[config.mk]
export PLATFORM = sky130hd
export DESIGN_NAME = phy_link_status_and_packet_counters
export DESIGN_NICKNAME = d
export VERILOG_FILES = /design/src/hdl/link_stat_pkg.sv /design/src/hdl/phy_link_status_and_packet_counters.sv /design/src/hdl/wrap_counter.sv
export SDC_FILE = /design/constraint.sdc
export NUM_CORES = 1
export LEC_CHECK = 0
export ABC_AREA = 1
export BUFFER_PORTS_ARGS = -buffer_cell sky130_fd_sc_hd__buf_2
export CORE_MARGIN = 2
export CORE_UTILIZATION = 50
export DETAILED_ROUTE_END_ITERATION = 6
export GPL_ROUTABILITY_DRIVEN = 0
export PLACE_DENSITY_LB_ADDON = 0.2
export SLEW_MARGIN = 20
export SYNTH_ARGS = -nofsm -noshare
export SYNTH_HDL_FRONTEND = slang
export SYNTH_SLANG_ARGS = --single-unit
[constraint.sdc]
create_clock -name sys_clk_i -period 1.81 [get_ports sys_clk_i]
set_input_delay 0.181 -clock sys_clk_i [delete_from_list [all_inputs] [get_ports sys_clk_i]]
set_output_delay 0.181 -clock sys_clk_i [all_outputs]
set_load 0.005 [all_outputs]
[src/hdl/link_stat_pkg.sv]
// Purpose: Shared constants for the link status and packet counter bank
// Assumes: 16-bit indirect address port and 16-bit read-data port
// Notes: Bank register indices and port field positions
package link_stat_pkg;
    localparam int unsigned DATA_W = 16;
    localparam int unsigned WIDE_W = 48;
    localparam int unsigned IDX_W = 5;
    // Indirect address port layout
    localparam int unsigned ADDR_READ_BIT = 15;
    localparam int unsigned ADDR_IDX_LSB = 0;
    // Bank register indices
    localparam logic [4:0] IDX_LINK_STATUS = 5'h01;
    localparam logic [4:0] IDX_GOOD_UPPER = 5'h02;
    localparam logic [4:0] IDX_GOOD_MIDDLE = 5'h03;
    localparam logic [4:0] IDX_GOOD_LOWER = 5'h04;
    localparam logic [4:0] IDX_CRC_UPPER = 5'h05;
    localparam logic [4:0] IDX_CRC_MIDDLE = 5'h06;
    localparam logic [4:0] IDX_CRC_LOWER = 5'h07;
    localparam logic [4:0] IDX_RXERR_DATA = 5'h08;
    // Status register bit positions
    localparam int unsigned BIT_SWAP_01 = 15;
    localparam int unsigned BIT_SWAP_23 = 14;
    localparam int unsigned BIT_SPEED_FALLBACK = 13;
    // Reset values
    localparam logic [15:0] RST_READ_DATA = 16'h0000;
    localparam logic [15:0] RST_STATUS = 16'h0000;
endpackage

[src/hdl/phy_link_status_and_packet_counters.sv]
// Purpose: Read-only link status and receive statistics bank
// Assumes: Event strobes are one-cycle pulses; receive-control samples arrive with a strobe
// Notes: Reached only through the indirect address port and the read-data port
`timescale 1ns/100ps

////////////////////////////////////////////////////////////////////////////////
// Notes on behaviour
// - Status bit 15 shows whether channels 0 and 1 resolved straight (0) or crossed (1).
// - Status bit 14 shows whether channels 2 and 3 resolved straight (0) or crossed (1).
// - Status bit 13 is set while the link was brought up by the speed fallback mechanism.
// - A 48-bit counter advances once per packet received without error.
// - The good packet counter is read as upper 47:32, middle 31:16 and lower 15:0 words.
// - Reading the good packet upper word clears that whole counter, other words do not.
// - A 48-bit counter advances once per error flagged by the receive checksum checker.
// - The checksum failure counter is read as upper 47:32, middle 31:16 and lower 15:0 words.
// - Reading the checksum failure upper word clears that whole counter.
// - A 16-bit counter advances on each rising edge of receive error while data valid is high, cleared on read.
// - Receive error and data valid are both derived from the single receive control line.
// - Writes to this bank have no effect.
module phy_link_status_and_packet_counters
    import link_stat_pkg::*;
(
    // Clock and reset
    input wire logic sys_clk_i,
    input wire logic rstn_i,
    // Indirect register access
    input wire logic addr_port_wr_i,
    input wire logic [DATA_W-1:0] addr_port_data_i,
    output logic [DATA_W-1:0] read_data_o,
    // Link state from the line side
    input wire logic pair_swap_resolution_01_i,
    input wire logic pair_swap_resolution_23_i,
    input wire logic speed_fallback_link_i,
    // Receive events
    input wire logic good_rx_packet_i,
    input wire logic checksum_fail_i,
    // Receive control line, both edge samples of one receive clock
    input wire logic rx_control_line_valid_i,
    input wire logic rx_control_line_rise_i,
    input wire logic rx_control_line_fall_i
);
    logic [WIDE_W-1:0] good_rx_packet_count;
    logic [WIDE_W-1:0] checksum_fail_count;
    logic [DATA_W-1:0] rx_err_data_count;
    logic [DATA_W-1:0] status_r;
    logic rx_err_r;
    logic rx_err_now;
    logic rx_dv_now;
    logic rx_err_inc;
    logic read_req;
    logic [IDX_W-1:0] read_idx;
    logic clr_good;
    logic clr_crc;
    logic clr_rxerr;
    logic [DATA_W-1:0] read_sel;

    ////////////////////////////////////////////////////////////////////////////
    // Status bits
    always_ff @(posedge sys_clk_i or negedge rstn_i) begin
        if (!rstn_i) begin
            status_r <= RST_STATUS;
        end else begin
            status_r <= '0;
            status_r[BIT_SWAP_01] <= pair_swap_resolution_01_i;
            status_r[BIT_SWAP_23] <= pair_swap_resolution_23_i;
            status_r[BIT_SPEED_FALLBACK] <= speed_fallback_link_i;
        end
    end

    ////////////////////////////////////////////////////////////////////////////
    // Receive control decoding: rise carries valid, fall carries valid xor error
    assign rx_dv_now = rx_control_line_rise_i;
    assign rx_err_now = rx_control_line_rise_i ^ rx_control_line_fall_i;

    always_ff @(posedge sys_clk_i or negedge rstn_i) begin
        if (!rstn_i) begin
            rx_err_r <= 1'b0;
        end else if (rx_control_line_valid_i) begin
            rx_err_r <= rx_err_now;
        end
    end

    assign rx_err_inc = rx_control_line_valid_i & rx_err_now & ~rx_err_r & rx_dv_now;

    ////////////////////////////////////////////////////////////////////////////
    // Indirect read decode; a write without the read flag is ignored
    assign read_req = addr_port_wr_i & addr_port_data_i[ADDR_READ_BIT];
    assign read_idx = addr_port_data_i[ADDR_IDX_LSB +: IDX_W];
    assign clr_good = read_req & (read_idx == IDX_GOOD_UPPER);
    assign clr_crc = read_req & (read_idx == IDX_CRC_UPPER);
    assign clr_rxerr = read_req & (read_idx == IDX_RXERR_DATA);

    ////////////////////////////////////////////////////////////////////////////
    // Counters
    wrap_counter #(.WIDTH(WIDE_W)) u_good_cnt (
        .sys_clk_i(sys_clk_i),
        .rstn_i(rstn_i),
        .inc_i(good_rx_packet_i),
        .clr_i(clr_good),
        .count_o(good_rx_packet_count)
    );

    wrap_counter #(.WIDTH(WIDE_W)) u_crc_cnt (
        .sys_clk_i(sys_clk_i),
        .rstn_i(rstn_i),
        .inc_i(checksum_fail_i),
        .clr_i(clr_crc),
        .count_o(checksum_fail_count)
    );

    wrap_counter #(.WIDTH(DATA_W)) u_rxerr_cnt (
        .sys_clk_i(sys_clk_i),
        .rstn_i(rstn_i),
        .inc_i(rx_err_inc),
        .clr_i(clr_rxerr),
        .count_o(rx_err_data_count)
    );

    ////////////////////////////////////////////////////////////////////////////
    // Read mux; value taken before any clear takes effect
    always_comb begin
        unique case (read_idx)
            IDX_LINK_STATUS: read_sel = status_r;
            IDX_GOOD_UPPER: read_sel = good_rx_packet_count[47:32];
            IDX_GOOD_MIDDLE: read_sel = good_rx_packet_count[31:16];
            IDX_GOOD_LOWER: read_sel = good_rx_packet_count[15:0];
            IDX_CRC_UPPER: read_sel = checksum_fail_count[47:32];
            IDX_CRC_MIDDLE: read_sel = checksum_fail_count[31:16];
            IDX_CRC_LOWER: read_sel = checksum_fail_count[15:0];
            IDX_RXERR_DATA: read_sel = rx_err_data_count;
            default: read_sel = '0;
        endcase
    end

    always_ff @(posedge sys_clk_i or negedge rstn_i) begin
        if (!rstn_i) begin
            read_data_o <= RST_READ_DATA;
        end else if (read_req) begin
            read_data_o <= read_sel;
        end
    end
endmodule

[src/hdl/wrap_counter.sv]
// Purpose: Wrapping event counter with clear
// Assumes: inc_i and clr_i synchronous to clk
// Notes: A count on the clearing cycle is kept
`timescale 1ns/100ps
module wrap_counter #(
    parameter int unsigned WIDTH = 16
) (
    // Clock and reset
    input wire logic sys_clk_i,
    input wire logic rstn_i,
    // Control
    input wire logic inc_i,
    input wire logic clr_i,
    // Value
    output logic [WIDTH-1:0] count_o
);
    logic [WIDTH-1:0] count_nxt;

    always_comb begin
        if (clr_i) begin
            count_nxt = {{(WIDTH-1){1'b0}}, inc_i};
        end else begin
            count_nxt = count_o + {{(WIDTH-1){1'b0}}, inc_i};
        end
    end

    always_ff @(posedge sys_clk_i or negedge rstn_i) begin
        if (!rstn_i) begin
            count_o <= '0;
        end else begin
            count_o <= count_nxt;
        end
    end
endmodule

### Word level (Yosys, flattened, before mapping)

Index checks and enable logic that the tools add are counted.

* multiplexer cells: 4
* equal/unequal tests: 8
* add/subtract/negate cells: 3
* bitwise logic cells: 9

Operators with widths (number)
* $pmux 16 s8: 1
* $add 48x1->48: 2
* $mux 48: 2
* $eq 5x3->1 const B: 4
* $add 16x1->16: 1
* $mux 16: 1
* $eq 5x2->1 const B: 2
* $and 1x1->1: 7
* $eq 5x1->1 const B: 1
* $eq 5x4->1 const B: 1
* $not 1->1: 1
* $xor 1x1->1: 1

* register bits: 132
* word-level logic and storage cells: 30

### Longest topological paths before layout

Gate-level depths: netlist of run 1.

* depth after elaboration: 6
* mapped depth: 11
* depth with buffers taken out: 11

### By module

A second synthesis of run 1 with hierarchy kept.

* cells, all modules: 1385
* area total of the unflattened synthesis: 8962.3 µm²

Modules (own cells, without submodules)
* wrap_counter (u_crc_cnt ...): sequential area each 1201.2 µm², instances 2, area an instance 3014.1 µm², cells each 453
* phy_link_status_and_packet_counters: sequential area each 500.5 µm², instances 1, area an instance 1958.1 µm², cells each 350
* wrap_counter (u_rxerr_cnt): sequential area each 400.4 µm², instances 1, area an instance 975.9 µm², cells each 129

### Worst setup path before layout of run 1

No wires, ideal clock.

* path type: register to register
* start: register u_crc_cnt.count_o[0]
* end: register u_crc_cnt.count_o[42]
* path buffers: 0
* path slack: 0.153 ns
* arrival: 1.536 ns
* library setup time: 0.121 ns
* cell stages (with the launch flop): 10
* clock period less this slack: 1.657 ns
* data required time: 1.689 ns
* cells stage by stage: dfrtp_1 -> ha_1 -> ha_1 -> nand2_1 -> nor2_2 -> nand3b_1 -> nor2_1 -> nand2_1 -> nor3_1 -> nor2_1

* cells in the longest elaborated chain, start to end: 2

Ends and longest elaborated chain
* start: declaration: line wrap_counter.sv:15 `output logic [WIDTH-1:0] count_o`
* start signal: assignment: line wrap_counter.sv:31 `count_o <= count_nxt;`
* $add 48x1->48: line wrap_counter.sv:23 `count_nxt = count_o + {{(WIDTH-1){1'b0}}, inc_i};`
* $mux 48: line wrap_counter.sv:20 `if (clr_i) begin`
* named net u_crc_cnt.count_nxt[42]: line wrap_counter.sv:17 `logic [WIDTH-1:0] count_nxt;`

The timed path passes the listed nets, and every way through them passes these cells.
A chain may end at the register's enable or synchronous reset.

### Worst setup path after layout of run 1

* start: register u_crc_cnt.count_o[0]
* end: register u_crc_cnt.count_o[36]

Same word-level chain as after synthesis.

==> out/results.tsv, run 1 <==
metric	value	unit
status	completed	
slew-limit-headroom	57.61	%
synthCells	1276	
fill_cells	1505	
clock.fmax	555.5	MHz
hpwlAfterDp	19800	um
track_usage	30.20	%
h-tree-depth	4	
routed_wirelength	26250	um
syn_nets	1309	
finalNetCount	1401	
clk_path_buf_depth	2	
portBuffers	32	
path_class	reg2reg	
use_met2	46.57	%
rsz0062_at_grt	yes	
yosysUniqueCellTypes	30	
diodes	0	
routedWlPerCell	16.44	um
worstPathRequired	2.13	ns
yosysTopAreaCell	dfrtp_1	
ys_seq_elements	132	
overflow	0	
critPathMaxFanout	6	
ios	43	
core_area	16000	sq um
fin_skew	0.008122	ns
vias	8772	
final_common_cell	nand2_1	
drtIter0Drc	851	
grt_max_degree	61	
start_util	51.52	%
gr-usage-met1	39.91	%
slew_viol_final	0	
antenna_found_initial	0	
path_clk_slew	0.06	ns
crit_path_end_kind	register	
finalHoldViolations	0	
yosysTopAreaCellShare	40.07	%
period_share	99.46	%
fp.dieH	132.4	um
finish.utilization	61.78	%
synth_area_leaders	dfrtp_1, nand2_1, nor2_1	
powerDensity	937.4	nW/um^2
crit_path_max_incr_delay	0.36	ns
drive_above_1_share	12.31	%
ys_seq_area_share	40.07	%
ys_warn_count	0	
drcViolationCount	0	
first_global_vias	8074	
clk_latency	0.44	ns
cts_tree	built	
cts_sinks	132	
grt-busiest-layer	met2	
die_area	17530	sq um
syn_avg_cell_area	6.460	sq um
drtAntennaViolNets	0	
start_kind	register	
rows	46	
hold_class	in2reg	
worstPathArrival	2.12	ns
tightest_slew	0.6349	ns
whs_path_depth	5	
leakage	4.675	nW
setup_violations	0	
final_cell_mix	nand2_1, nor2_1, dfrtp_1	
syn_area	8243	sq um
vdd_drop_max	0.7558	mV
met3_usage	6.151	%
path_common_cell	nor2_4	
area_delta_synth_final	19.93	%
maxCapViolCount	0	
cts_buffers	17	
timing.hold.ws	0.1050	ns
crit_chain	ha_2 -> ha_4 -> nand2_2 -> nor2_4 -> nand2_4 -> nor2_4 -> nand3b_1 -> nor3_2 -> nor2_1	
slowest_stage	dfrtp_1	
vias_per_cell	5.493	
period_needed	1.800	ns
die_width	132.4	um
first_pass_iters	5	
r2r_cells	9	
grt_pass1_wl	41170	um
cts_root_buf	clkbuf_16	
## worst max-delay path: cells and delay by family, from the launching register on
family / cells / cell delay (ns)
DFF: 1 / 0.36
and+or+nand+nor: 7 / 0.97
adders and majority gates: 2 / 0.35
## cells by family after synthesis
kind of cell,Yosys count,share of synthesized area (%)
simple gates,823,41.26
compound gates,154,9.426
buf+inv,149,7.058
flops,132,40.07
xor+xnor,12,1.275
fa+ha+maj,6,0.9107
## cell type report
cell class | count | area [sq um] | area share, %
multi-input combinational | 995 | 4506 | 45.58
tap | 216 | 270.3 | 2.734
clock buffer | 18 | 429.2 | 4.341
clock inverter | 14 | 224.0 | 2.266
inverter | 125 | 469.2 | 4.746
timing repair buffer | 97 | 684.4 | 6.923
sequential | 132 | 3303 | 33.41
## routing by layer
metal	part of all wire, %	vias to the layer above
li1	-	4264
met1	42	4004
met2	45	405
met3	7.9	99
met4	5.4	0
met5	0	-
## Yosys cell counts
cell type	n
nor2_2	11
nand4_1	29
a31oi_1	3
o21a_1	1
inv_2	5
o21ai_0	88
a21oi_1	55
buf_4	1
nor3b_1	1
o21ai_1	7
or2_2	1
nand2_2	2
and3_1	1
buf_2	15
dfrtp_1	132
nand4_2	1
ha_1	6
xnor2_1	2
nand3_1	77
buf_1	3
nor2_4	3
nand2_1	369
and2_1	2
nand3b_1	7
xor2_1	10
clkbuf_1	5
nor2_1	292
nor3_1	26
nand3_2	1
inv_1	120
## state kept, by name (all words and copies together) (netlist names)
name	count
u_rxerr_cnt.count_o	16
read_data_o	16
status_r	3
u_good_cnt.count_o	48
rx_err_r	1
u_crc_cnt.count_o	48
## final timing paths
path	from	endpoint	slack (ns)
min in group asynchronous	rstn_i	u_crc_cnt.count_o[43]$_DFF_PN0_	0.31
max in group asynchronous	rstn_i	read_data_o[12]$_DFFE_PN0P_	0.87
worst max-delay path	u_crc_cnt.count_o[0]$_DFF_PN0_	u_crc_cnt.count_o[36]$_DFF_PN0_	0.01
worst min-delay path	rx_control_line_rise_i	u_rxerr_cnt.count_o[0]$_DFF_PN0_	0.10
worst max register to register	u_crc_cnt.count_o[0]$_DFF_PN0_	u_crc_cnt.count_o[36]$_DFF_PN0_	0.01
worst min register to register	read_data_o[3]$_DFFE_PN0P_	read_data_o[3]$_DFFE_PN0P_	0.47
## per-stage QoR
step	setup TNS (ns)	instances	power, mW	setup slack [ns]	instance area (sq um)
final	0	1597	9.267	0.009835	9886
after global routing	-0.3218	1597	9.671	-0.07630	9886
after CTS	0	1585	9.157	0.001718	9656
after detailed placement	-0.05847	1546	5.259	-0.02925	8925
after global placement	0	1546	5.213	0.04739	8925
after floorplan	0	1276	4.639	0.1530	8243
## what timing repair did
action                     in CTS  in global routing
cloned                          0                  0
buffers inserted                0                 12
resized for setup               2                 37
hold buffers                    7                  0
setup endpoints to repair       4                 48
hold endpoints to repair       59                  0
pin swaps                       0                 11
## report_power, final
| group | switching [mW] | internal, mW | total (mW) | leakage [nW] |
|---|---|---|---|---|
| registers | 0.468 | 3.36 | 3.83 | 1.66 |
| clock network | 1.42 | 2.46 | 3.88 | 0.316 |
| logic | 0.989 | 0.572 | 1.56 | 2.70 |
| total | 2.87 | 6.39 | 9.27 | 4.67 |
No activity file was read; power rests on OpenSTA's default activity.
==> inputs of run 2 (changes only) <==
--- a/config.mk
+++ b/config.mk
@@ -9,8 +9,10 @@
 export BUFFER_PORTS_ARGS = -buffer_cell sky130_fd_sc_hd__buf_2
 export CORE_MARGIN = 2
 export CORE_UTILIZATION = 50
+export CTS_CLUSTER_DIAMETER = 120
 export DETAILED_ROUTE_END_ITERATION = 6
 export GPL_ROUTABILITY_DRIVEN = 0
+export MAX_ROUTING_LAYER = met4
 export PLACE_DENSITY_LB_ADDON = 0.2
 export SLEW_MARGIN = 20
 export SYNTH_ARGS = -nofsm -noshare
==> out/results.tsv, run 2 (synthesis gave the netlist of run 1 again) <==
metric	value	unit
status	completed	
antenna_found_initial	0	
area_delta_synth_final	19.93	%
grt_pass1_wl	41180	um
fp.dieH	132.4	um
rsz0062_at_grt	yes	
finalHoldViolations	0	
clk_path_buf_depth	2	
routedWlPerCell	16.47	um
r2r_cells	9	
leakage	4.675	nW
start_kind	register	
vias_per_cell	5.493	
die_width	132.4	um
worstPathRequired	2.13	ns
critPathMaxFanout	6	
period_share	99.34	%
vdd_drop_max	0.7670	mV
portBuffers	32	
hold_class	in2reg	
die_area	17530	sq um
holdCritStartpoint	rx_control_line_rise_i	
setup_violations	0	
hold_end	u_rxerr_cnt.count_o[0]$_DFF_PN0_	
first_global_vias	8073	
reg2reg_from	u_crc_cnt.count_o[0]$_DFF_PN0_	
hpwlAfterDp	19800	um
crit_path_end_kind	register	
timing.rr.end	u_crc_cnt.count_o[36]$_DFF_PN0_	
finish.utilization	61.78	%
first_pass_iters	6	
ios	43	
h-tree-depth	4	
cts_tree	built	
fin_skew	0.008429	ns
slew_viol_final	0	
reg.largest.list	u_crc_cnt.count_o (48), u_good_cnt.count_o (48)	
drtIter0Drc	868	
worstPathArrival	2.12	ns
diodes	0	
path_class	reg2reg	
final_common_cell	nand2_1	
drive_above_1_share	12.31	%
powerDensity	937.6	nW/um^2
final_cell_mix	nand2_1, nor2_1, dfrtp_1	
slew-limit-headroom	57.94	%
reg2reg_slack	0.01	ns
clk_latency	0.44	ns
routed_wirelength	26300	um
cts_sinks	132	
tightest_slew	0.6300	ns
vias	8772	
whs_path_depth	5	
finalNetCount	1401	
worst_slack	0.01199	ns
preCtsSetupSlack	-0.02925	ns
path_clk_slew	0.06	ns
drcViolationCount	0	
drtAntennaViolNets	0	
overflow	0	
core_area	16000	sq um
grt_max_degree	61	
track_usage	31.14	%
maxCapViolCount	0	
period_needed	1.798	ns
rows	46	
cts_buffers	17	
cts_root_buf	clkbuf_16	
start_util	51.52	%
clock.fmax	556.2	MHz
-- run 2: per-stage QoR --
| stage | area (sq um) | setup TNS, ns | power [mW] | cells | hold WS, ns |
|---|---|---|---|---|---|
| after floorplan | 8243 | 0 | 4.639 | 1276 | -0.1146 |
| after global placement | 8925 | 0 | 5.213 | 1546 | 0.2056 |
| after detailed placement | 8925 | -0.05847 | 5.259 | 1546 | 0.2138 |
| after CTS | 9656 | 0 | 9.157 | 1585 | 0.07137 |
| after global routing | 9886 | -0.3330 | 9.669 | 1597 | 0.1201 |
| final | 9886 | 0 | 9.269 | 1597 | 0.09990 |
-- run 2: worst max-delay path: stages (launching register included) --
cell      delay [ns]
dfrtp_1         0.36
ha_2            0.21
ha_4            0.14
nand2_2         0.07
nor2_4          0.20
nand2_4         0.10
nor2_4          0.14
nand3b_1        0.19
nor3_2          0.22
nor2_1          0.06
-- run 2: timing repair --
item / 4_1_cts / 5_1_grt
hold buffers: 7 / 0
gates resized for setup: 2 / 37
hold endpoints to repair: 59 / 0
pin swaps: 0 / 11
buffers inserted: 0 / 12
setup endpoints to repair: 4 / 48
-- run 2: how the worst max path moves through the flow --
stage	startpoint	to	slack, ns	cells after the start
final	u_crc_cnt.count_o[0]$_DFF_PN0_	u_crc_cnt.count_o[36]$_DFF_PN0_	0.01	9
after global routing	u_crc_cnt.count_o[0]$_DFF_PN0_	u_crc_cnt.count_o[36]$_DFF_PN0_	-0.08	9
after CTS	u_crc_cnt.count_o[0]$_DFF_PN0_	u_crc_cnt.count_o[44]$_DFF_PN0_	0.002	9
after detailed placement	u_crc_cnt.count_o[0]$_DFF_PN0_	u_crc_cnt.count_o[36]$_DFF_PN0_	-0.03	9
after global placement	u_crc_cnt.count_o[0]$_DFF_PN0_	u_crc_cnt.count_o[44]$_DFF_PN0_	0.05	9
after floorplan	u_crc_cnt.count_o[0]$_DFF_PN0_	u_crc_cnt.count_o[42]$_DFF_PN0_	0.15	9
-- run 2: power by group --
part	internal (mW)	switching, mW
sequential	3.36	0.469
clock	2.46	1.42
combinational	0.572	0.991
-- run 2: area by class of cell --
type                            count  area [sq um]
Clock buffer                       18         429.2
Clock inverter                     14         224.0
Fill cell                        1505          6115
Inverter                          125         469.2
Multi-Input combinational cell    995          4506
Sequential cell                   132          3303
Tap cell                          216         270.3
Timing Repair Buffer               97         684.4
-- run 2: per-layer routing --
layer	global-route usage, %	share of wire, %	up-vias
li1	-	-	4260
met1	40.03	43	3988
met2	46.52	44	418
met3	6.036	7.5	106
met4	16.61	5.6	0
met5	-	0	-
